--- src/include/supervisor_pkg.sv ---
// Shared constants and types for the supply supervisor with serial memory.
// Assumes a single 200 MHz system clock and a synchronous active-low reset.
package supervisor_pkg;

  // ----------------------------------------------------------------
  // Clock and timing
  // ----------------------------------------------------------------
  localparam logic [31:0] CLK_KHZ = 32'd200000;       // 200 MHz system clock
  localparam logic [31:0] REL_DELAY_MS = 32'd200;     // Reset release delay
  localparam logic [31:0] WDOG_TIMEOUT_MS = 32'd1600; // Watchdog timeout, 1.6 s
  localparam logic [31:0] REL_CYC = REL_DELAY_MS * CLK_KHZ;
  localparam logic [31:0] WDOG_CYC = WDOG_TIMEOUT_MS * CLK_KHZ;
  localparam logic [2:0] MR_GUARD_CYC = 3'h4;          // Pin settle time after release

  // ----------------------------------------------------------------
  // Memory and serial bus
  // ----------------------------------------------------------------
  localparam int ADDR_W = 8;                  // 2k bits = 256 bytes
  localparam int MEM_BYTES = 256;
  localparam int PAGE_W = 4;                  // 16-byte page
  localparam logic [6:0] DEV_ADDR = 7'h50;    // Serial bus slave address
  localparam logic [3:0] BITS_BYTE = 4'h7;    // Index of last bit of a byte
  localparam logic [3:0] ACK_WAIT = 4'h8;     // Ack slot pending
  localparam logic [3:0] ACK_DRIVE = 4'h9;    // Ack slot being driven

  // ----------------------------------------------------------------
  // Reset values of output flops
  // ----------------------------------------------------------------
  localparam logic RST_LO_OE_N_INIT = 1'b0;   // Reset pin sunk during reset
  localparam logic RELEASED = 1'b1;           // Open-drain pin released

  // ----------------------------------------------------------------
  // Types
  // ----------------------------------------------------------------
  typedef enum logic [1:0] {SV_HOLD, SV_DELAY, SV_RUN} sv_state_e;

  typedef enum logic [2:0] {
    I_IDLE, I_DEV, I_WADDR, I_WDATA, I_ACK, I_RDATA, I_MACK, I_IGNORE
  } i2c_state_e;

  typedef struct packed {
    logic supply_low;
    logic aux_low;
    logic rst_pin_n;
    logic kick;
    logic scl;
    logic sda;
  } pin_sync_s;

endpackage : supervisor_pkg

--- src/nvm_array.sv ---
// Byte-wide nonvolatile array model, one write port, registered read.
// Assumes the caller has already gated writes against low supply.
module nvm_array (
  input wire logic clk_sys, // System clock
  input wire logic we, // Write strobe
  input wire logic [supervisor_pkg::ADDR_W-1:0] waddr, // Write address
  input wire logic [7:0] wdata, // Write data
  input wire logic [supervisor_pkg::ADDR_W-1:0] raddr, // Read address
  output logic [7:0] rdata // Registered read data
);

  // ----------------------------------------------------------------
  // Storage
  // ----------------------------------------------------------------
  logic [7:0] mem [supervisor_pkg::MEM_BYTES];

  // Write and registered read
  always_ff @(posedge clk_sys) begin
    if (we) begin
      mem[waddr] <= wdata;
    end
    rdata <= mem[raddr];
  end

endmodule : nvm_array

--- src/supply_supervisor.sv ---
// Supply supervisor: reset generation, watchdog, auxiliary flag, memory port.
// Assumes comparator levels, reset pin readback and bus pins are asynchronous.
module supply_supervisor #(
  parameter logic [31:0] REL_CYC = supervisor_pkg::REL_CYC, // Release delay in cycles
  parameter logic [31:0] WDOG_CYC = supervisor_pkg::WDOG_CYC, // Watchdog timeout in cycles
  parameter bit HAS_WATCHDOG = 1'b0 // 1 selects the single-output variant
) (
  input wire logic clk_sys, // System clock, 200 MHz
  input wire logic rstn, // Synchronous reset, active low
  input wire logic supply_low, // Supply comparator, high when below threshold
  input wire logic aux_low, // Auxiliary comparator, high when below 1.25 V
  input wire logic rst_n_i, // Active-low reset pin readback
  output logic rst_n_o, // Active-low reset pin level when enabled
  output logic rst_n_oe_n, // Active-low reset pin enable, low sinks
  output logic rst_hi_o, // Active-high reset pin level when enabled
  output logic rst_hi_oe_n, // Active-high reset pin enable, low drives
  output logic aux_low_n_o, // Auxiliary flag pin level when enabled
  output logic aux_low_n_oe_n, // Auxiliary flag pin enable, low sinks
  input wire logic watchdog_kick_input, // Watchdog kick pin
  input wire logic scl_i, // Serial clock pin
  input wire logic sda_i, // Serial data pin readback
  output logic sda_o, // Serial data pin level when enabled
  output logic sda_oe_n // Serial data pin enable, low sinks
);

  // ----------------------------------------------------------------
  // Declarations
  // ----------------------------------------------------------------
  supervisor_pkg::pin_sync_s sync1_ff, sync2_ff, nxt_sync1, nxt_sync2;
  logic kick_prev_ff, scl_prev_ff, sda_prev_ff;
  logic nxt_kick_prev, nxt_scl_prev, nxt_sda_prev;
  logic kick_edge, scl_rise, scl_fall, bus_start, bus_stop;

  supervisor_pkg::sv_state_e sv_state_ff, nxt_sv_state;
  logic [31:0] rel_cnt_ff, nxt_rel_cnt;
  logic [31:0] wd_cnt_ff, nxt_wd_cnt;
  logic [2:0] guard_ff, nxt_guard;
  logic rst_n_oe_n_ff, nxt_rst_n_oe_n;
  logic rst_hi_oe_n_ff, nxt_rst_hi_oe_n;
  logic aux_oe_n_ff, nxt_aux_oe_n;
  logic od_lvl_ff, hi_lvl_ff;

  supervisor_pkg::i2c_state_e i2c_state_ff, nxt_i2c_state;
  supervisor_pkg::i2c_state_e after_ack_ff, nxt_after_ack;
  logic [3:0] bit_cnt_ff, nxt_bit_cnt;
  logic [7:0] shift_ff, nxt_shift;
  logic [7:0] addr_ff, nxt_addr;
  logic sda_oe_n_ff, nxt_sda_oe_n;
  logic mem_we;
  logic [7:0] mem_wdata, mem_rdata;

  // ----------------------------------------------------------------
  // Helpers
  // ----------------------------------------------------------------
  // Next address inside the current page, low bits wrap
  function automatic logic [7:0] page_next(input logic [7:0] a);
    page_next = {a[7:supervisor_pkg::PAGE_W], a[supervisor_pkg::PAGE_W-1:0] + 4'h1};
  endfunction : page_next

  // ----------------------------------------------------------------
  // Input synchronisers and edge detection
  // ----------------------------------------------------------------
  // Two stages for every asynchronous pin, third stage for edges
  always_comb begin
    nxt_sync1 = '{supply_low: supply_low, aux_low: aux_low, rst_pin_n: rst_n_i,
                  kick: watchdog_kick_input, scl: scl_i, sda: sda_i};
    nxt_sync2 = sync1_ff;
    nxt_kick_prev = sync2_ff.kick;
    nxt_scl_prev = sync2_ff.scl;
    nxt_sda_prev = sync2_ff.sda;
  end

  always_ff @(posedge clk_sys) begin
    if (!rstn) begin
      // Flag comparator starts at its released level so the flag pin does not sink right after reset
      sync1_ff <= '{supply_low: 1'b1, aux_low: 1'b0, rst_pin_n: 1'b1, kick: 1'b0, scl: 1'b1, sda: 1'b1};
      sync2_ff <= '{supply_low: 1'b1, aux_low: 1'b0, rst_pin_n: 1'b1, kick: 1'b0, scl: 1'b1, sda: 1'b1};
      kick_prev_ff <= 1'b0;
      scl_prev_ff <= 1'b1;
      sda_prev_ff <= 1'b1;
    end else begin
      sync1_ff <= nxt_sync1;
      sync2_ff <= nxt_sync2;
      kick_prev_ff <= nxt_kick_prev;
      scl_prev_ff <= nxt_scl_prev;
      sda_prev_ff <= nxt_sda_prev;
    end
  end

  // Edge and bus condition decode
  assign kick_edge = sync2_ff.kick ^ kick_prev_ff;
  assign scl_rise = sync2_ff.scl & ~scl_prev_ff;
  assign scl_fall = ~sync2_ff.scl & scl_prev_ff;
  assign bus_start = sync2_ff.scl & scl_prev_ff & sda_prev_ff & ~sync2_ff.sda;
  assign bus_stop = sync2_ff.scl & scl_prev_ff & ~sda_prev_ff & sync2_ff.sda;

  // ----------------------------------------------------------------
  // Reset sequencer and watchdog
  // ----------------------------------------------------------------
  // Hold while supply low, count release delay, then run
  always_comb begin
    nxt_sv_state = sv_state_ff;
    nxt_rel_cnt = rel_cnt_ff;
    nxt_wd_cnt = wd_cnt_ff;
    nxt_guard = guard_ff;
    case (sv_state_ff)
      supervisor_pkg::SV_HOLD: begin
        nxt_rel_cnt = '0;
        if (!sync2_ff.supply_low) begin
          nxt_sv_state = supervisor_pkg::SV_DELAY;
        end
      end
      supervisor_pkg::SV_DELAY: begin
        if (sync2_ff.supply_low) begin
          nxt_sv_state = supervisor_pkg::SV_HOLD;
        end else if (rel_cnt_ff == REL_CYC - 32'h1) begin
          nxt_sv_state = supervisor_pkg::SV_RUN;
          nxt_guard = '0;
          nxt_wd_cnt = '0;
        end else begin
          nxt_rel_cnt = rel_cnt_ff + 32'h1;
        end
      end
      supervisor_pkg::SV_RUN: begin
        if (guard_ff != supervisor_pkg::MR_GUARD_CYC) begin
          nxt_guard = guard_ff + 3'h1;
        end
        if (kick_edge) begin
          nxt_wd_cnt = '0;
        end else begin
          nxt_wd_cnt = wd_cnt_ff + 32'h1;
        end
        if (sync2_ff.supply_low) begin
          nxt_sv_state = supervisor_pkg::SV_HOLD;
        end else if (guard_ff == supervisor_pkg::MR_GUARD_CYC && !sync2_ff.rst_pin_n) begin
          nxt_sv_state = supervisor_pkg::SV_DELAY;
          nxt_rel_cnt = '0;
        end else if (HAS_WATCHDOG && !kick_edge && wd_cnt_ff == WDOG_CYC - 32'h1) begin
          nxt_sv_state = supervisor_pkg::SV_DELAY;
          nxt_rel_cnt = '0;
        end
      end
      default: begin
        nxt_sv_state = supervisor_pkg::SV_HOLD;
      end
    endcase
  end

  // Reset pin enables follow the next state so pins change with it (high pin held released when HAS_WATCHDOG), flag enable follows the synchronised comparator
  always_comb begin
    nxt_rst_n_oe_n = (nxt_sv_state == supervisor_pkg::SV_RUN);
    nxt_rst_hi_oe_n = HAS_WATCHDOG || (nxt_sv_state == supervisor_pkg::SV_RUN);
    nxt_aux_oe_n = ~sync2_ff.aux_low;
  end

  always_ff @(posedge clk_sys) begin
    if (!rstn) begin
      sv_state_ff <= supervisor_pkg::SV_HOLD;
      rel_cnt_ff <= '0;
      wd_cnt_ff <= '0;
      guard_ff <= '0;
      rst_n_oe_n_ff <= supervisor_pkg::RST_LO_OE_N_INIT;
      rst_hi_oe_n_ff <= HAS_WATCHDOG;
      aux_oe_n_ff <= supervisor_pkg::RELEASED;
      od_lvl_ff <= 1'b0;
      hi_lvl_ff <= 1'b1;
    end else begin
      sv_state_ff <= nxt_sv_state;
      rel_cnt_ff <= nxt_rel_cnt;
      wd_cnt_ff <= nxt_wd_cnt;
      guard_ff <= nxt_guard;
      rst_n_oe_n_ff <= nxt_rst_n_oe_n;
      rst_hi_oe_n_ff <= nxt_rst_hi_oe_n;
      aux_oe_n_ff <= nxt_aux_oe_n;
      od_lvl_ff <= 1'b0;
      hi_lvl_ff <= 1'b1;
    end
  end

  // ----------------------------------------------------------------
  // Serial memory slave
  // ----------------------------------------------------------------
  // Bit engine: sample on clock rise, drive on clock fall
  always_comb begin
    nxt_i2c_state = i2c_state_ff;
    nxt_after_ack = after_ack_ff;
    nxt_bit_cnt = bit_cnt_ff;
    nxt_shift = shift_ff;
    nxt_addr = addr_ff;
    nxt_sda_oe_n = sda_oe_n_ff;
    mem_we = 1'b0;
    mem_wdata = {shift_ff[6:0], sync2_ff.sda};
    if (bus_stop) begin
      nxt_i2c_state = supervisor_pkg::I_IDLE;
      nxt_sda_oe_n = 1'b1;
    end else if (bus_start) begin
      nxt_i2c_state = supervisor_pkg::I_DEV;
      nxt_bit_cnt = '0;
      nxt_sda_oe_n = 1'b1;
    end else begin
      case (i2c_state_ff)
        supervisor_pkg::I_DEV, supervisor_pkg::I_WADDR, supervisor_pkg::I_WDATA: begin
          if (scl_rise) begin
            nxt_shift = mem_wdata;
            nxt_bit_cnt = bit_cnt_ff + 4'h1;
            if (bit_cnt_ff == supervisor_pkg::BITS_BYTE) begin
              nxt_i2c_state = supervisor_pkg::I_ACK;
              nxt_bit_cnt = supervisor_pkg::ACK_WAIT;
              if (i2c_state_ff == supervisor_pkg::I_DEV) begin
                if (shift_ff[6:0] != supervisor_pkg::DEV_ADDR) begin
                  nxt_i2c_state = supervisor_pkg::I_IGNORE;
                end else if (sync2_ff.sda) begin
                  nxt_after_ack = supervisor_pkg::I_RDATA;
                end else begin
                  nxt_after_ack = supervisor_pkg::I_WADDR;
                end
              end else if (i2c_state_ff == supervisor_pkg::I_WADDR) begin
                nxt_addr = mem_wdata;
                nxt_after_ack = supervisor_pkg::I_WDATA;
              end else begin
                mem_we = ~sync2_ff.supply_low;
                nxt_addr = page_next(addr_ff);
                nxt_after_ack = supervisor_pkg::I_WDATA;
              end
            end
          end
        end
        supervisor_pkg::I_ACK: begin
          if (scl_fall && bit_cnt_ff == supervisor_pkg::ACK_WAIT) begin
            nxt_sda_oe_n = 1'b0;
            nxt_bit_cnt = supervisor_pkg::ACK_DRIVE;
          end else if (scl_fall) begin
            nxt_i2c_state = after_ack_ff;
            nxt_bit_cnt = '0;
            nxt_sda_oe_n = 1'b1;
            if (after_ack_ff == supervisor_pkg::I_RDATA) begin
              nxt_shift = mem_rdata;
              nxt_sda_oe_n = mem_rdata[7];
            end
          end
        end
        supervisor_pkg::I_RDATA: begin
          if (scl_rise) begin
            nxt_bit_cnt = bit_cnt_ff + 4'h1;
          end else if (scl_fall && bit_cnt_ff == supervisor_pkg::ACK_WAIT) begin
            nxt_sda_oe_n = 1'b1;
            nxt_i2c_state = supervisor_pkg::I_MACK;
          end else if (scl_fall) begin
            nxt_shift = {shift_ff[6:0], 1'b0};
            nxt_sda_oe_n = shift_ff[6];
          end
        end
        supervisor_pkg::I_MACK: begin
          if (scl_rise && sync2_ff.sda) begin
            nxt_i2c_state = supervisor_pkg::I_IGNORE;
          end else if (scl_rise) begin
            nxt_addr = addr_ff + 8'h1;
            nxt_i2c_state = supervisor_pkg::I_ACK;
            nxt_bit_cnt = supervisor_pkg::ACK_DRIVE;
            nxt_after_ack = supervisor_pkg::I_RDATA;
          end
        end
        supervisor_pkg::I_IDLE, supervisor_pkg::I_IGNORE: begin
          nxt_sda_oe_n = 1'b1;
        end
        default: begin
          nxt_i2c_state = supervisor_pkg::I_IDLE;
          nxt_sda_oe_n = 1'b1;
        end
      endcase
    end
  end

  always_ff @(posedge clk_sys) begin
    if (!rstn) begin
      i2c_state_ff <= supervisor_pkg::I_IDLE;
      after_ack_ff <= supervisor_pkg::I_IDLE;
      bit_cnt_ff <= '0;
      shift_ff <= '0;
      addr_ff <= '0;
      sda_oe_n_ff <= supervisor_pkg::RELEASED;
    end else begin
      i2c_state_ff <= nxt_i2c_state;
      after_ack_ff <= nxt_after_ack;
      bit_cnt_ff <= nxt_bit_cnt;
      shift_ff <= nxt_shift;
      addr_ff <= nxt_addr;
      sda_oe_n_ff <= nxt_sda_oe_n;
    end
  end

  // Byte array, written at the last data bit of each byte
  nvm_array u_nvm (
    .clk_sys(clk_sys),
    .we(mem_we),
    .waddr(addr_ff),
    .wdata(mem_wdata),
    .raddr(addr_ff),
    .rdata(mem_rdata)
  );

  // ----------------------------------------------------------------
  // Pin outputs
  // ----------------------------------------------------------------
  // Open-drain levels are always low, enables select sink or release
  assign rst_n_o = od_lvl_ff;
  assign rst_n_oe_n = rst_n_oe_n_ff;
  assign rst_hi_o = hi_lvl_ff;
  assign rst_hi_oe_n = rst_hi_oe_n_ff;
  assign aux_low_n_o = od_lvl_ff;
  assign aux_low_n_oe_n = aux_oe_n_ff;
  assign sda_o = od_lvl_ff;
  assign sda_oe_n = sda_oe_n_ff;

endmodule : supply_supervisor

--- config.mk ---
export PLATFORM = sky130hd
export DESIGN_NAME = supply_supervisor
export DESIGN_NICKNAME = d
export VERILOG_FILES = /design/src/include/supervisor_pkg.sv /design/src/nvm_array.sv /design/src/supply_supervisor.sv
export SDC_FILE = /design/constraint.sdc
export NUM_CORES = 2
export LEC_CHECK = 0
export BUFFER_PORTS_ARGS = -buffer_cell sky130_fd_sc_hd__buf_2
export CORE_MARGIN = 2
export CORE_UTILIZATION = 45
export DETAILED_ROUTE_END_ITERATION = 10
export HOLD_SLACK_MARGIN = 0.08
export PLACE_DENSITY = 0.69
export SYNTH_ARGS = -nofsm -noshare
export SYNTH_HDL_FRONTEND = slang
export SYNTH_SLANG_ARGS = --single-unit
--- constraint.sdc ---
create_clock -name clk_sys -period 11.1 [get_ports clk_sys]
set_clock_uncertainty 0.15 [all_clocks]
set_input_delay 1.665 -clock clk_sys [delete_from_list [all_inputs] [get_ports clk_sys]]
set_output_delay 1.665 -clock clk_sys [all_outputs]
set_load 0.005 [all_outputs]
-- After elaboration in Yosys (flattened, before gate mapping)
Memory sizes are Yosys's and may differ from the RTL's. A register that Yosys moved wholly into a read port is not among the register bits.
Index checks and enable logic that the tools add are counted.
- output and inout port bits: 8
- bits of input ports: 8
- memories: 1
- memory bits (writable): 2048
- register bits: 77
- memories (memory ; depth ; width ; rd ports ; clocked after memory_dff ; write ports ; RTL line ; RTL):
    u_nvm.mem ; 256 ; 8 ; 1 ; 1 ; 1 ; nvm_array.sv:15 ; logic [7:0] mem [supervisor_pkg::MEM_BYTES];
- eq/ne operators: 51
- reductions and logical operators: 27
- mux-type cells: 75
- add/sub/neg operators: 5
- bitwise logic cells: 16
- operators by type and width (operator ; number):
    32-bit 2-to-1 mux ; 4
    32-bit case mux with 3 select lines ; 1
    3-bit 2-to-1 mux ; 18
    7-bit 2-to-1 mux ; 7
    8-bit 2-to-1 mux ; 6
    3-bit != test, second input constant ; 14
    2-bit != test, second input constant ; 19
    32-bit by 1-bit adder with 32-bit output, second input constant ; 1
    32-bit by 26-bit equality test with 1-bit output, second input constant ; 1
    4-bit 2-to-1 mux ; 8
    8-bit AND reduction ; 4
    7-bit case mux with 3 select lines ; 1
    3-bit equality test, second input constant ; 6
    1-bit 2-to-1 mux ; 16
    4-bit case mux with 4 select lines ; 1
    8-bit case mux with 2 select lines ; 1
    2-bit 2-to-1 mux ; 7
    3-bit case mux with 2 select lines ; 2
    3-bit case mux with 4 select lines ; 1
    10-bit AND reduction ; 1
    1-bit inverter ; 9
    9-bit AND reduction ; 1
    3-bit nonzero test ; 3
    4-bit by 1-bit adder with 4-bit output, second input constant ; 2
    other kinds (25) ; 40

-- Logic depth before layout (Yosys ltp)
- word-level depth: 10
- mapped depth: 9
- mapped depth without buffers: 8

-- Cells and area by module
From an unflattened synthesis, not the netlist that was laid out.
- cells, all modules: 4246
- area total of the unflattened synthesis: 83739.1 µm²
- by module, submodules not included (module ; cells an instance ; area each (µm²) ; times used ; seq. area each (µm²)):
    nvm_array ; 3733 ; 79556.3 ; 1 ; 61659.1
    supply_supervisor ; 513 ; 4182.8 ; 1 ; 1541.5

-- Least setup slack after synthesis
OpenSTA, ideal clock, no wires.
- path kind: flip-flop to flip-flop
- start point: register shift_ff[4]
- end point: register after_ack_ff[0]
- stages on the path, launching flop included: 7
- slack: 5.657 ns
- setup time: 0.115 ns
- buffers on the path: 0
- arrival time: 5.177 ns
- clock period less this slack: 5.443 ns
- path through: dfxtp_1 nor4b_1 nand3_1 a32oi_1 nand4_1 or4_1 and3_1
- word-level cells in the longest chain between the ends: 3
- RTL lines (what ; RTL line ; RTL):
    from (decl) ; supply_supervisor.sv:46 ; logic [7:0] shift_ff, nxt_shift;
    from (signal assigned) ; supply_supervisor.sv:286 ; shift_ff <= nxt_shift;
    7-bit != test ; supply_supervisor.sv:210 ; if (shift_ff[6:0] != supervisor_pkg::DEV_ADDR) begin
    3-bit != test (no source line) ; n/a ;
    8-bit AND reduction (no source line) ; n/a ;
    to (signal assigned) ; supply_supervisor.sv:277 ; after_ack_ff <= supervisor_pkg::I_IDLE;
    to (signal assigned) ; supply_supervisor.sv:284 ; after_ack_ff <= nxt_after_ack;
    to (decl) ; supply_supervisor.sv:44 ; supervisor_pkg::i2c_state_e after_ack_ff, nxt_after_ack;
No other way between the ends.
A chain may end at the register's enable or synchronous reset.

-- Worst setup path after layout
- start point: register addr_ff[0]
- end point: memory u_nvm.mem[213][5] (enable)
- RTL lines (what ; RTL line ; RTL):
    from (decl) ; supply_supervisor.sv:47 ; logic [7:0] addr_ff, nxt_addr;
    from (signal assigned) ; supply_supervisor.sv:287 ; addr_ff <= nxt_addr;
    to (decl) ; nvm_array.sv:15 ;
No word-level cell before the write port.

==> results by group <==
Outcome
  – Outcome: finished clean

Timing
  – Hold_ws: 0.227 ns
  – Fin crit share: 44.7%
  – # setup viols final: 0
  – Max Slew Vio Count: 0
  – Fmax: 202 MHz
  – Setup_tns: 0 ns
  – Final hold vios: 0
  – Worst relative slew slack: 6.51%
  – Final min period: 4.96 ns
  – Unrepaired setup endpoints after global routing: no
  – Worst Tran Pin Value: 1.40 ns

Drt
  – DRC: 0
  – Pre-antenna DRT Iters: 6
  – Initial drt markers: 4871
  – Via count: 40500
  – Detail Route Antenna Nets: 0
  – Avg Vias per Cell: 6.05
  – Routed wire length: 187 mm
  – Wire per inst: 27.9 µm

Setup path
  – Slowest-stage cell, CP: nor2_1
  – Worst path max stage delay: 1.00 ns
  – Worst reg-to-reg setup slack: 6.14 ns
  – WP data arrival: 5.26 ns
  – WP data required: 11.40 ns
  – Startpoint types: flop
  – Crit Path Max Fanout: 42
  – CP Capture Type: flop
  – Critical-path cell list: buf_4 > buf_4 > ha_1 > nand2_2 > nor2_1
  – Setup CP Type: reg -> reg
  – CP most frequent cell: buf_4

CTS
  – CTS tree: built
  – Worst-case clock buffer depth: 3
  – Root Driver: clkbuf_16
  – Worst skew pair latency: 0.83 ns
  – Sink Count: 2133
  – CTS buffer count: 203
  – Cts repair resizes: 0
  – Post-CTS setup buffers: 0
  – Worst-path clk slew: 0.06 ns
  – Hold buffer count at cts: 0
  – H-tree depth: 4

Placed design
  – Dpl cell area: 85200 µm²
  – Gpl congestion: 0.832
  – Placed wire-length estimate: 102 mm
  – Port Buffers: 10
  – Placed instance count: 6330

Floorplan
  – Starting Density: 45.2%
  – Full die area: 187000 µm²
  – Die height: 433 µm
  – Core area: 183000 µm²
  – FP Rows: 157
  – Die Width: 433 µm
  – # IOs: 16

Synth
  – Simple-gate share of the synthesized area: 3.18%
  – Synth Cell Area: 82700 µm²
  – Ys async rst share: 0%
  – Synth Area in XOR/XNOR: 0.117%
  – EDFF count, synth: 2048
  – Syn Inst Count: 4049
  – Post-synthesis mux area share: 14.2%
  – Post-synth cell types: 74
  – Register bit total from synthesis: 2133
  – Post-Syn Area per Cell: 20.4 µm²
  – Seq/Total Area, Yosys: 76.4%
  – Synth Area in Compound Gates: 4.33%
  – Largest family of logic cells by synthesized area: multiplexers
  – Adder-cell share of the synthesized area: 0.136%
  – Syn. warnings: 0
  – Primary FF master, synth: edfxtp_1

Final layout
  – Most common cell after layout, fill and taps aside: edfxtp_1
  – Most frequent cells in the layout: 2048 x edfxtp_1, 512 x mux4_2, 298 x nor2_1
  – Fin area: 91800 µm²
  – Final net count: 4088
  – Fin cells: 6702
  – Fraction of layout cells with a size suffix above 1: 21.8%
  – Area Growth Syn to Fin: 11.0%
  – Ant diodes: 0

Global routing
  – GRT Total Usage: 20.0%
  – First-pass GRT wire length: 273 mm
  – Vias in the first global route: 40200
  – Initial antenna violation count: 4
  – Largest net degree at the start of global routing: 236
  – GRT overflow: 0

Flow run
  – Max Cap Viol: 0

Pwr
  – Overall Power: 0.0156 W
  – Pwr dens: 170 nW/µm²
  – Worst VDD drop: 0.000135 V
  – Pleak: 27.5 nW

Hold path
  – Hold Crit Class: reg -> reg
power breakdown:
part	internal, W	switching (W)
registers	0.00871	0.0000118
logic	0.0000101	0.0000354
clock network	0.00395	0.00292
cells in the mapped netlist, types with 5 or more instances:
cell / n / area [µm²]
inv_1: 16 / 60.1
or4_1: 17 / 128
and3_1: 7 / 43.8
nor3_1: 12 / 60.1
buf_4: 13 / 97.6
mux4_2: 512 / 11500
a221oi_1: 5 / 43.8
and2_1: 5 / 31.3
a22oi_1: 255 / 1910
buf_2: 43 / 215
o31ai_1: 17 / 128
clkbuf_1: 143 / 537
nand2b_1: 26 / 163
buf_6: 25 / 282
o21ai_0: 17 / 85.1
xor2_1: 5 / 43.8
nor3b_1: 8 / 60.1
mux2i_1: 15 / 150
nor2_1: 299 / 1120
a21oi_1: 157 / 786
nor4_1: 19 / 119
o22ai_1: 9 / 56.3
mux2_2: 6 / 67.6
a21boi_0: 7 / 52.6
buf_1: 31 / 116
dfxtp_1: 85 / 1700
nand3b_1: 13 / 97.6
nand4_1: 7 / 43.8
o41ai_1: 15 / 131
nand2_1: 87 / 327
edfxtp_1: 2048 / 61500
ha_1: 9 / 113
or3_1: 5 / 31.3
nand3_1: 25 / 125
xnor2_1: 6 / 52.6
nor2b_1: 16 / 100
flip-flops by register name, indices dropped and copies added, names as in the netlist:
register,count
nxt_sync2,5
sda_prev_ff,1
aux_low_n_oe_n,1
sync2_ff,3
shift_ff,7
bit_cnt_ff,4
rel_cnt_ff,32
nxt_scl_prev,1
u_nvm.rdata,8
sda_oe_n,1
after_ack_ff,3
sv_state_ff,2
u_nvm.mem,2048
nxt_sda_prev,1
rst_hi_oe_n,1
addr_ff,8
i2c_state_ff,3
guard_ff,3
scl_prev_ff,1
critical path, delay by kind of cell, from the launching register on:
| family | cells | cell delay (ns) |
|---|---|---|
| fa+ha+maj | 1 | 0.39 |
| simple gates | 2 | 1.74 |
| flops | 1 | 0.85 |
| buf+inv | 2 | 1.40 |
routing by layer:
| metal | part of all wire, % | track usage [%] |
|---|---|---|
| met2 | 48 | 31.1 |
| met3 | 8.9 | 3.66 |
| met5 | 0.014 | 0 |
| met4 | 3.7 | 7.70 |
| met1 | 40 | 28.4 |
through the flow:
step           worst slack (ns)  util (%)
3_5_place_dp               6.03      46.6
5_1_grt                    5.86      50.2
2_1_floorplan              5.66         -
6_report                   6.14      50.2
4_1_cts                    6.03      50.2
3_3_place_gp               6.10      46.6
cells by family (layout without fill, tap and decap cells):
group / after synthesis / in the layout
DFF: 2133 / 2133
and+or+nand+nor: 564 / 564
muxes: 533 / 533
AOI/OAI and AO/OA: 525 / 525
buffers and inverters: 272 / 459
xor gates and xnor gates: 11 / 11
adders and majority gates: 9 / 9
other: 2 / 4
area by class of cell:
cell class	count	area, µm²
fillers	14300	91100
flip-flops and latches	2133	63200
multi-input cells	1646	18300
clock buffers	239	5260
well taps	2464	3080
clock inverters	133	1310
repair buffers	71	608
inverters	16	60.1
path summary, 6_finish.rpt:
| check | to | depth (start not counted) | from |
|---|---|---|---|
| min | aux_low_n_oe_n | 1 | sync2_ff[4] |
| max reg2reg | u_nvm.mem[213][5] | 5 | addr_ff[0] |
| min reg2reg | aux_low_n_oe_n | 1 | sync2_ff[4] |
| max | u_nvm.mem[213][5] | 5 | addr_ff[0] |
(Power assumes the default switching activity.)
